[config.mk]
export PLATFORM = sky130hd
export DESIGN_NAME = cdvs_top
export DESIGN_NICKNAME = d
export VERILOG_FILES = /design/src/verilog/cdvs_pkg.sv /design/src/verilog/cdvs_pin_sync.sv /design/src/verilog/cdvs_top.sv
export VERILOG_INCLUDE_DIRS = /design/src /design/src/verilog
export SDC_FILE = /design/constraint.sdc
export NUM_CORES = 1
export LEC_CHECK = 0
export ABC_CLOCK_PERIOD_IN_PS = 3000
export CORE_UTILIZATION = 39
export DETAILED_ROUTE_END_ITERATION = 6
export DONT_BUFFER_PORTS = 1
export SYNTH_ARGS = -nofsm -noshare
export SYNTH_HDL_FRONTEND = slang
export SYNTH_HIERARCHICAL = 1
export SYNTH_SLANG_ARGS = --single-unit
[constraint.sdc]
create_clock -name mclk -period 3 [get_ports mclk]
set_input_delay 0.45 -clock mclk [delete_from_list [all_inputs] [get_ports mclk]]
set_output_delay 0.45 -clock mclk [all_outputs]
set_load 0.02 [all_outputs]
[src/verilog/cdvs_defines.svh]
// offsets, field positions, reset values and timing counts of the card detect block
`ifndef CDVS_DEFINES_SVH
`define CDVS_DEFINES_SVH
`define CDVS_GENCTRL_OFFSET 8'h86
`define CDVS_GENCTRL_RESET  16'h0000
`define CDVS_PSWSEL_BIT     10
`define CDVS_CLK_NS         100
`define CDVS_SETTLE_NS      2000
`define CDVS_SYNC_LAT       4
`define CDVS_SETTLE_CYC     ((`CDVS_SETTLE_NS + `CDVS_CLK_NS - 1) / `CDVS_CLK_NS)
`endif

[src/verilog/cdvs_pkg.sv]
// types shared by the card detect and voltage sense logic
`default_nettype none
package cdvs_pkg;
  typedef enum logic [1:0] {SENSE_OPEN, SENSE_GND, SENSE_CD1, SENSE_CD2} cdvs_sense_type;
  typedef enum logic [2:0] {CARD_NONE, CARD_16BIT, CARD_CARDBUS, CARD_CUSTOM,
                            CARD_RESERVED} cdvs_card_type;
  typedef struct packed {
    logic           cd2Gnd;
    logic           cd1Gnd;
    cdvs_sense_type vs2;
    cdvs_sense_type vs1;
  } cdvs_wiring_type;
  typedef struct packed {
    cdvs_card_type kind;
    logic          needs5v;
    logic          needs3v;
    logic          needsXv;
    logic          needsYv;
    logic          core18;
  } cdvs_class_type;
  typedef struct packed {
    logic          cardPresent;
    cdvs_card_type kind;
    logic          lowVoltCardFlag;
    logic          altVoltCardFlag;
    logic          yVoltCardFlag;
    logic          fiveVoltCardFlag;
    logic          core18Card;
    logic          powerAllowed;
    logic          interrogating;
  } cdvs_present_type;
endpackage
`default_nettype wire

[src/verilog/cdvs_pin_sync.sv]
// three-stage pin synchroniser that accepts a change once stages two and three agree
`timescale 1ns/1ps
`default_nettype none
module cdvs_pin_sync
  import cdvs_pkg::*;
#(
  parameter int WIDTH = 4
)
(
  // clock and reset
  input  wire logic             mclk,
  input  wire logic             rst_b,
  // pins and clean levels
  input  wire logic [WIDTH-1:0] pinIn,
  output logic      [WIDTH-1:0] pinStable
);
  initial
  begin
    if (WIDTH < 1)
      $error("cdvs_pin_sync: WIDTH must be at least 1");
  end

  logic [WIDTH-1:0] stage1_reg;
  logic [WIDTH-1:0] stage2_reg;
  logic [WIDTH-1:0] stage3_reg;
  logic [WIDTH-1:0] stable_reg;
  logic [WIDTH-1:0] stable_next;

  always_comb
  begin
    stable_next = stable_reg;
    for (int i = 0; i < WIDTH; i++)
    begin
      if (stage2_reg[i] == stage3_reg[i])
        stable_next[i] = stage3_reg[i];
    end
  end

  // lines idle high through the socket pullups
  always_ff @(posedge mclk)
  begin
    if (!rst_b)
    begin
      stage1_reg <= '1;
      stage2_reg <= '1;
      stage3_reg <= '1;
      stable_reg <= '1;
    end
    else
    begin
      stage1_reg <= pinIn;
      stage2_reg <= stage1_reg;
      stage3_reg <= stage2_reg;
      stable_reg <= stable_next;
    end
  end

  assign pinStable = stable_reg;
endmodule
`default_nettype wire

[src/verilog/cdvs_top.sv]
// card detect and voltage sense interrogation with socket present state reporting
//
// Overview of operation
// - a card entering an unpowered socket starts interrogation before any power is allowed.
// - interrogation yields both the supply voltages and the 16-bit or CardBus interface type.
// - recognition uses only the two detect lines and the two voltage sense lines.
// - both detect lines grounded is a 16-bit card, a detect tied to a sense is CardBus or other.
// - detect2 tied to sense2, detect1 grounded, sense1 open decodes as 3.3 V CardBus, 1.8 V core.
// - low-voltage CardBus cards with 3.3 V supply and 1.8 V core are recognised.
// - with switch type select 0 a 1.8 V CardBus card sets the low-voltage card flag.
// - with switch type select 1 a 1.8 V CardBus card sets the alternate-voltage flag instead.
// - custom adapter cards are recognised from their tie pattern alone.
// - the switch type select bit resets to 0, the first switch control scheme.
`timescale 1ns/1ps
`default_nettype none
`include "cdvs_defines.svh"
module cdvs_top
  import cdvs_pkg::*;
#(
  parameter int SETTLE_CYCLES = `CDVS_SETTLE_CYC
)
(
  // clock and reset
  input  wire logic             mclk,
  input  wire logic             rst_b,
  // socket detect and sense pins
  input  wire logic             cd1In,
  input  wire logic             cd2In,
  input  wire logic             vs1In,
  input  wire logic             vs2In,
  output logic                  cd1Out,
  output logic                  cd1OeB,
  output logic                  cd2Out,
  output logic                  cd2OeB,
  // socket power status
  input  wire logic             socketPowered,
  // configuration access
  input  wire logic [7:0]       cfgAddr,
  input  wire logic             cfgWrEn,
  input  wire logic [15:0]      cfgWrData,
  output logic      [15:0]      cfgRdData,
  // socket present state
  output cdvs_present_type      presentState
);
  initial
  begin
    if (SETTLE_CYCLES < `CDVS_SYNC_LAT || SETTLE_CYCLES > 65535)
      $error("cdvs_top: SETTLE_CYCLES out of range");
  end

  typedef enum logic [2:0] {ST_IDLE, ST_PROBE_OPEN, ST_PROBE_CD1, ST_PROBE_CD2,
                            ST_DONE} cdvs_state_type;

  logic [3:0] pinClean;
  logic       cd1Clean;
  logic       cd2Clean;
  logic       vs1Clean;
  logic       vs2Clean;

  cdvs_pin_sync #(
    .WIDTH     (4)
  ) u_sync (
    .mclk      (mclk),
    .rst_b     (rst_b),
    .pinIn     ({vs2In, vs1In, cd2In, cd1In}),
    .pinStable (pinClean)
  );

  assign cd1Clean = pinClean[0];
  assign cd2Clean = pinClean[1];
  assign vs1Clean = pinClean[2];
  assign vs2Clean = pinClean[3];

  // sense line wiring from its level in the three probe phases
  function automatic cdvs_sense_type sense_code(input logic lvlOpen, input logic lvlCd1,
                                                input logic lvlCd2);
    if (!lvlOpen)
      sense_code = SENSE_GND;
    else if (!lvlCd1)
      sense_code = SENSE_CD1;
    else if (!lvlCd2)
      sense_code = SENSE_CD2;
    else
      sense_code = SENSE_OPEN;
  endfunction

  function automatic cdvs_class_type classify(input cdvs_wiring_type w);
    cdvs_class_type c;
    c = '{kind: CARD_RESERVED, default: 1'b0};
    if (w.cd1Gnd && w.cd2Gnd)
    begin
      c.kind = CARD_16BIT;
      case ({w.vs2, w.vs1})
        {SENSE_OPEN, SENSE_OPEN}: c.needs5v = 1'b1;
        {SENSE_OPEN, SENSE_GND}:  {c.needs5v, c.needs3v} = 2'h3;
        {SENSE_GND, SENSE_GND}:   {c.needs5v, c.needs3v, c.needsXv} = 3'h7;
        {SENSE_GND, SENSE_OPEN}:  c.needsXv = 1'b1;
        default:                  c.kind = CARD_RESERVED;
      endcase
    end
    else if (w.cd2Gnd && !w.cd1Gnd)
    begin
      c.kind = CARD_CARDBUS;
      case ({w.vs2, w.vs1})
        {SENSE_OPEN, SENSE_CD1}: c.needs3v = 1'b1;
        {SENSE_CD1, SENSE_OPEN}: {c.needsXv, c.needsYv} = 2'h3;
        {SENSE_GND, SENSE_CD1}:  c.kind = CARD_CUSTOM;
        default:                 c.kind = CARD_RESERVED;
      endcase
    end
    else if (w.cd1Gnd && !w.cd2Gnd)
    begin
      c.kind = CARD_CARDBUS;
      case ({w.vs2, w.vs1})
        {SENSE_CD2, SENSE_GND}:  {c.needs3v, c.needsXv} = 2'h3;
        {SENSE_GND, SENSE_CD2}:  {c.needs3v, c.needsXv, c.needsYv} = 3'h7;
        {SENSE_CD2, SENSE_OPEN}: {c.needs3v, c.core18} = 2'h3;
        {SENSE_OPEN, SENSE_CD2}: c.needsYv = 1'b1;
        default:                 c.kind = CARD_RESERVED;
      endcase
    end
    classify = c;
  endfunction

  cdvs_state_type   state_reg;
  cdvs_state_type   state_next;
  logic [15:0]      timer_reg;
  logic [15:0]      timer_next;
  logic [3:0]       probeOpen_reg;
  logic [3:0]       probeOpen_next;
  logic [1:0]       probeCd1_reg;
  logic [1:0]       probeCd1_next;
  cdvs_class_type   class_reg;
  cdvs_class_type   class_next;
  logic             cd1OeB_reg;
  logic             cd1OeB_next;
  logic             cd2OeB_reg;
  logic             cd2OeB_next;
  logic [15:0]      genCtrl_reg;
  logic [15:0]      genCtrl_next;
  logic [15:0]      rdData_reg;
  logic [15:0]      rdData_next;
  cdvs_present_type present_reg;
  cdvs_present_type present_next;
  cdvs_wiring_type  wiring;
  logic             anyDetect;
  logic             timerDone;
  logic             switchSel;

  assign anyDetect = !cd1Clean || !cd2Clean;
  assign timerDone = (timer_reg == 16'h0000);
  assign switchSel = genCtrl_reg[`CDVS_PSWSEL_BIT];

  // final phase: detect2 driven, sense levels taken directly
  always_comb
  begin
    wiring.cd1Gnd = !probeOpen_reg[0];
    wiring.cd2Gnd = !probeOpen_reg[1];
    wiring.vs1    = sense_code(probeOpen_reg[2], probeCd1_reg[0], vs1Clean);
    wiring.vs2    = sense_code(probeOpen_reg[3], probeCd1_reg[1], vs2Clean);
  end

  always_comb
  begin
    state_next     = state_reg;
    timer_next     = timerDone ? 16'h0000 : timer_reg - 16'h0001;
    probeOpen_next = probeOpen_reg;
    probeCd1_next  = probeCd1_reg;
    class_next     = class_reg;
    cd1OeB_next    = 1'b1;
    cd2OeB_next    = 1'b1;
    case (state_reg)
      ST_IDLE:
      begin
        class_next = '{kind: CARD_NONE, default: 1'b0};
        if (anyDetect && !socketPowered)
        begin
          state_next = ST_PROBE_OPEN;
          timer_next = 16'(SETTLE_CYCLES);
        end
      end
      ST_PROBE_OPEN:
      begin
        if (!anyDetect)
          state_next = ST_IDLE;
        else if (timerDone)
        begin
          probeOpen_next = {vs2Clean, vs1Clean, cd2Clean, cd1Clean};
          state_next     = ST_PROBE_CD1;
          timer_next     = 16'(SETTLE_CYCLES);
          cd1OeB_next    = 1'b0;
        end
      end
      ST_PROBE_CD1:
      begin
        cd1OeB_next = 1'b0;
        if (timerDone)
        begin
          probeCd1_next = {vs2Clean, vs1Clean};
          state_next    = ST_PROBE_CD2;
          timer_next    = 16'(SETTLE_CYCLES);
          cd1OeB_next   = 1'b1;
          cd2OeB_next   = 1'b0;
        end
      end
      ST_PROBE_CD2:
      begin
        cd2OeB_next = 1'b0;
        if (timerDone)
        begin
          class_next  = classify(wiring);
          state_next  = ST_DONE;
          cd2OeB_next = 1'b1;
        end
      end
      ST_DONE:
      begin
        if (cd1Clean && cd2Clean)
          state_next = ST_IDLE;
      end
      default:
      begin
        state_next = ST_IDLE;
      end
    endcase
  end

  always_comb
  begin
    genCtrl_next = genCtrl_reg;
    if (cfgWrEn && cfgAddr == `CDVS_GENCTRL_OFFSET)
      genCtrl_next = cfgWrData;
    rdData_next = (cfgAddr == `CDVS_GENCTRL_OFFSET) ? genCtrl_reg : 16'h0000;
  end

  always_comb
  begin
    present_next                  = '0;
    present_next.cardPresent      = (state_reg == ST_DONE);
    present_next.interrogating    = (state_reg != ST_IDLE) && (state_reg != ST_DONE);
    present_next.kind             = (state_reg == ST_DONE) ? class_reg.kind : CARD_NONE;
    if (state_reg == ST_DONE)
    begin
      present_next.fiveVoltCardFlag = class_reg.needs5v;
      present_next.yVoltCardFlag    = class_reg.needsYv;
      present_next.core18Card       = class_reg.core18;
      present_next.lowVoltCardFlag  = class_reg.needs3v && !(class_reg.core18 && switchSel);
      present_next.altVoltCardFlag  = class_reg.needsXv || (class_reg.core18 && switchSel);
      present_next.powerAllowed     = (class_reg.kind != CARD_RESERVED);
    end
  end

  always_ff @(posedge mclk)
  begin
    if (!rst_b)
    begin
      state_reg     <= ST_IDLE;
      timer_reg     <= 16'h0000;
      probeOpen_reg <= 4'hf;
      probeCd1_reg  <= 2'h3;
      class_reg     <= '{kind: CARD_NONE, default: 1'b0};
      cd1OeB_reg    <= 1'b1;
      cd2OeB_reg    <= 1'b1;
      genCtrl_reg   <= `CDVS_GENCTRL_RESET;
      rdData_reg    <= 16'h0000;
      present_reg   <= '0;
    end
    else
    begin
      state_reg     <= state_next;
      timer_reg     <= timer_next;
      probeOpen_reg <= probeOpen_next;
      probeCd1_reg  <= probeCd1_next;
      class_reg     <= class_next;
      cd1OeB_reg    <= cd1OeB_next;
      cd2OeB_reg    <= cd2OeB_next;
      genCtrl_reg   <= genCtrl_next;
      rdData_reg    <= rdData_next;
      present_reg   <= present_next;
    end
  end

  // detect lines are only ever pulled low
  logic cdLow_reg;
  always_ff @(posedge mclk)
  begin
    cdLow_reg <= 1'b0;
  end

  assign cd1Out       = cdLow_reg;
  assign cd2Out       = cdLow_reg;
  assign cd1OeB       = cd1OeB_reg;
  assign cd2OeB       = cd2OeB_reg;
  assign cfgRdData    = rdData_reg;
  assign presentState = present_reg;
endmodule
`default_nettype wire

---- Word-level counts from Yosys, hierarchy flattened ----
Index checks and enable logic that the tools add are counted.
operators by class
  equality and inequality tests ........... 26
  mux-type cells .......................... 46
  add/sub/neg operators ................... 1
  reductions and logical operators ........ 37
operator list
  kind                     count
  $mux W16                 4
  $pmux W16 S3             1
  $mux W3                  12
  $mux W2                  9
  $eq A4 B3 Y1 const B     4
  $logic_not A16 Y1        1
  $pmux W8 S2              1
  $sub A16 B1 Y16 const B  1
  $pmux W3 S5              1
  $mux W1                  13
  $eq A4 B4 Y1 const B     3
  $reduce_or A2 Y1         5
  $logic_and A1 B1 Y1      9
  $ne A3 B3 Y1 const B     3
  $eq A4 B2 Y1 const B     2
  $eq A8 B8 Y1 const B     1
  $mux W8                  1
  $reduce_and A2 Y1        4
  $reduce_or A4 Y1         2
  $eq A3 B2 Y1 const B     2
  $logic_not A1 Y1         6
  $ne A2 B2 Y1 const B     3
  $pmux W3 S2              1
  $reduce_or A3 Y1         2
  14 further kinds         19
storage, ports and cells
  bits in registers ....................... 94
  output and inout bits ................... 31
  input port bits ......................... 32
  word-level logic and storage cells ...... 140

---- Longest topological paths before layout ----
  word-level depth ........................ 11
  mapped depth ............................ 7
  mapped depth without buffers ............ 7

---- Cells and area by module ----
Netlist, hierarchy kept.
by module, submodules not included
  module         instances  area each (um^2)  cells each
  cdvs_top       1          3,236.9           339
  cdvs_pin_sync  1          465.4             41

---- Worst setup path before layout ----
OpenSTA, ideal clock, no wires.
  kind .................................... register to register
  start ................................... reg timer_reg[5]
  end ..................................... reg class_reg[6] in the netlist's numbering
  path buffers ............................ 1
  stages on the path, launching flop included .. 7
  data arrival time ....................... 2,029 ps
  setup slack ............................. 855 ps
  clock period less this slack ............ 2,145 ps
  required time ........................... 2,884 ps
  library setup time ...................... 116 ps
  cells stage by stage .................... dfxtp_1 > or4_4 > or4_4 > buf_6 > nor3_4 > o211ai_1 > and3b_1
between the ends
  longest elaborated chain between the ends .. 3
ends and longest elaborated chain
  what                         line             source
  start, declared              cdvs_top.sv:127  logic [15:0] timer_reg;
  start signal, assigned       cdvs_top.sv:271  timer_reg <= timer_next;
  $logic_not A16 Y1            cdvs_top.sv:151  assign timerDone = (timer_reg == 16'h0000);
  $ne A2 B2 Y1 (no line)       n/a
  $reduce_and A2 Y1 (no line)  n/a
  end signal, assigned         cdvs_top.sv:274  class_reg <= class_next;
  end, declared                cdvs_top.sv:133  cdvs_class_type class_reg;
Every way passes these cells.
A chain may end at the register's enable or synchronous reset.

---- Worst setup path in the final report ----
  start ................................... reg timer_reg[4]
  end ..................................... reg class_reg[2] in the netlist's numbering
The elaborated chain is that of the path after synthesis.

==> qor.csv <==
stage,metric,value,unit
setup_path,start_kind,flop,
sta,final.min_clock_period,2.27,ns
power_and_ir_drop,power.switching,0.860,mW
power_and_ir_drop,p_comb_share,18.9,%
detailed_routing,wire_per_inst,13.5,µm
sta,fin_skew,0.0156,ns
sta,slew-limit-headroom,40.0,%
sta,setup_ws,0.729,ns
placed_design,portBuffers,0,
power_and_ir_drop,p_sw_share,27.8,%
detailed_routing,dr.pass1.iters,4,
setup_path,critPathMaxFanout,9,
cts,cts_setup_buffers,0,
floorplanning,core,9200,µm²
logic_synthesis,synth-async-reset-ratio,0,%
cts,htreeDepth,3,
power_and_ir_drop,power_frac_seq,45.3,%
logic_synthesis,yosysSeqAreaShare,50.8,%
cts,cts-resized-gates,0,
cts,clk_root_buffer_cell,clkbuf_8,
logic_synthesis,syn_area,3700,µm²
sta,setup_viol,0,
global_routing,antenna_found_initial,0,
detailed_routing,postRouteAntennaNets,0,
sta,hold_violations,0,
sta,tightest_slew,0.897,ns
detailed_routing,routed_wl,6.57,mm
finish,synthToLayoutAreaGrowth,8.79,%
setup_path,critPathCaptureType,flop,
run,maxCapViolations,0,
logic_synthesis,avgSynthCellArea,9.74,µm²
power_and_ir_drop,p_leak,1.68,nW
global_routing,grt_pass1_wl,11.1,mm
global_routing,grt_pass1_vias,2316,
logic_synthesis,netlist_top_cells_area,"dfxtp_1 51%, mux2i_1 5.9%, nor2_1 3.3%",
logic_synthesis,synth.distinct_cells,58,
placed_design,dpl_worst_slack,0.740,ns
cts,cts_tree,done,
floorplanning,fp.dieW,99.4,µm
cts,numCtsBuffers,9,
run_status,status,"finished, final reports clean",
cts,clockBufferDepth,2,
cts,worstSkewPairLatency,0.36,ns
global_routing,grt_overflow,0,
power_and_ir_drop,ir_worst_vdd,0.238,mV
cts,clk_pin_slew,0.10,ns
sta,rsz0062_at_grt,false,
sta,timing.fmax,0.440,GHz
setup_path,critPathKind,flop to flop,
setup_path,crit_arrival,2.52,ns
power_and_ir_drop,power.clock.fraction,35.8,%
logic_synthesis,syn_inst,380,
power_and_ir_drop,p_per_area,769,nW/µm²
sta,min_period_over_period,75.7,%
logic_synthesis,yosysWarningCount,6,
placed_design,place_hpwl,4.49,mm
detailed_routing,vias,2565,
finish,drive_gt1_share,7.43,%
global_routing,grtUsageTotal,14.2,%
power_and_ir_drop,internal_power,2.24,mW
floorplanning,num_rows,35,
floorplanning,ioPinCount,63,
detailed_routing,avgViaCountPerCell,5.26,
placed_design,gp_congestion,0.844,
logic_synthesis,synth_seq_cells,94,
finish,n_antenna_cell,0,
cts,cts_hold_buf,0,
finish,final_core_util,43.8,%
sta,report.final.slew_viol_count,0,
detailed_routing,drt_iter0_markers,190,
logic_synthesis,synth-edff-count,0,
logic_synthesis,yosysTopAreaCell,dfxtp_1,
cts,cts.sinks,94,
power_and_ir_drop,finalPower,3.10,mW
finish,nets,406,
floorplanning,start_util,40.3,%
logic_synthesis,synth.top_cell.area_share,50.8,%
logic_synthesis,synth_ff_type,dfxtp_1,
sta,finalSetupTns,0,ns
detailed_routing,drcViolationCount,0,
floorplanning,die_h,99.4,µm
hold_path,hold_class,primary input to flop,
setup_path,required,3.25,ns
floorplanning,die_area,9890,µm²
global_routing,grt_max_degree,74,
-- cell usage in the layout, fill, tap and decap left out, types with 2 or more instances in the layout --
cell type	instances
bufinv_16	4
or2b_1	6
nand3_1	16
clkbuf_8	10
nand4b_1	2
nor2_1	33
ha_1	2
xnor2_1	4
mux2i_1	22
or4_4	2
nand3b_1	3
and2_1	8
o211ai_1	3
a21boi_1	5
and3_1	18
nor2b_1	19
o22ai_1	2
nor3_1	7
a31oi_1	2
conb_1	2
dfxtp_1	94
nand4_1	5
inv_6	2
nand2b_1	13
nor3_4	2
nand2_1	21
xor2_1	11
a211oi_1	2
a21oi_1	12
a21boi_0	3
inv_1	7
or3_1	2
nor4_1	4
o21ai_0	7
-- layer usage --
metal | GRT usage [%] | vias to the layer above | part of all wire, %
met5 | 0 | - | 0
li1 | - | 1295 | -
met3 | 4.36 | 19 | 6.1
met1 | 18.4 | 1171 | 49
met4 | 7.47 | 0 | 2.8
met2 | 21.3 | 80 | 43
-- critical path: stages (launching register included) --
cell and delay [ns]:
dfxtp_1 0.35, or4_4 0.55, nor4_4 0.38, nand3_1 0.40, and3_1 0.31, o21a_1 0.17
-- path summary, 6_finish.rpt --
check / from / endpoint / slack, ns / depth (start not counted)
worst max-delay path: timer_reg[4]$_SDFF_PN0_ / class_reg[2]$_SDFFE_PN0P_ / 0.73 / 5
worst max register to register: timer_reg[4]$_SDFF_PN0_ / class_reg[2]$_SDFFE_PN0P_ / 0.73 / 5
worst min-delay path: rst_b / probeCd1_reg[1]$_SDFFE_PN1P_ / 0.16 / 1
worst min register to register: u_sync/stage1_reg[1]$_SDFF_PN1_ / u_sync/stage2_reg[1]$_SDFF_PN1_ / 0.41 / 1
-- cell usage after synthesis, types with 2 or more instances --
master	count
dfxtp_1	94
nor2_1	33
mux2i_1	22
nand2_1	21
nor2b_1	19
and3_1	18
nand3_1	16
clkbuf_1	14
nand2b_1	13
a21oi_1	12
xor2_1	11
and2_1	8
inv_1	7
nor3_1	7
o21ai_0	7
or2b_1	6
a21boi_1	5
nand4_1	5
nor4_1	4
xnor2_1	4
a21boi_0	3
nand3b_1	3
o211ai_1	3
a211oi_1	2
a31oi_1	2
buf_2	2
buf_4	2
ha_1	2
nand4b_1	2
nor3_4	2
o22ai_1	2
or3_1	2
or4_4	2
-- power by group through the flow --
stage                     registers, mW  clock network, mW  logic [mW]
after detailed placement           1.43                  0       0.583
after floorplan                    1.42                  0       0.529
after CTS                          1.40               1.13       0.589
after global routing               1.41               1.20       0.658
after global placement             1.43                  0       0.578
final                              1.40               1.11       0.585
-- layout make-up --
| type | instances | area, µm² |
|---|---|---|
| Clock buffer | 10 | 138 |
| Fill cell | 888 | 5170 |
| Timing Repair Buffer | 1 | 7.51 |
| Sequential cell | 94 | 1880 |
| Clock inverter | 6 | 138 |
| Inverter | 7 | 26.3 |
| Tap cell | 111 | 139 |
| Multi-Input combinational cell | 259 | 1700 |
-- per-stage QoR --
step                hold WS, ns  cells  area, µm²
floorplan                 0.385    381       3710
global placement          0.388    472       3750
detailed placement        0.393    472       3750
CTS                       0.142    488       4030
global route              0.138    488       4030
finish                    0.160    488       4030
-- cell families after synthesis --
family | after synthesis | share of synthesized area, %
other | 1 | 0.101
xor gates and xnor gates | 15 | 3.55
adders and majority gates | 2 | 0.676
buffers and inverters | 28 | 3.41
and+or+nand+nor | 171 | 26.8
muxes | 22 | 5.95
AOI/OAI and AO/OA | 47 | 8.69
DFF | 94 | 50.8
Power figures use the tool's default switching activity.
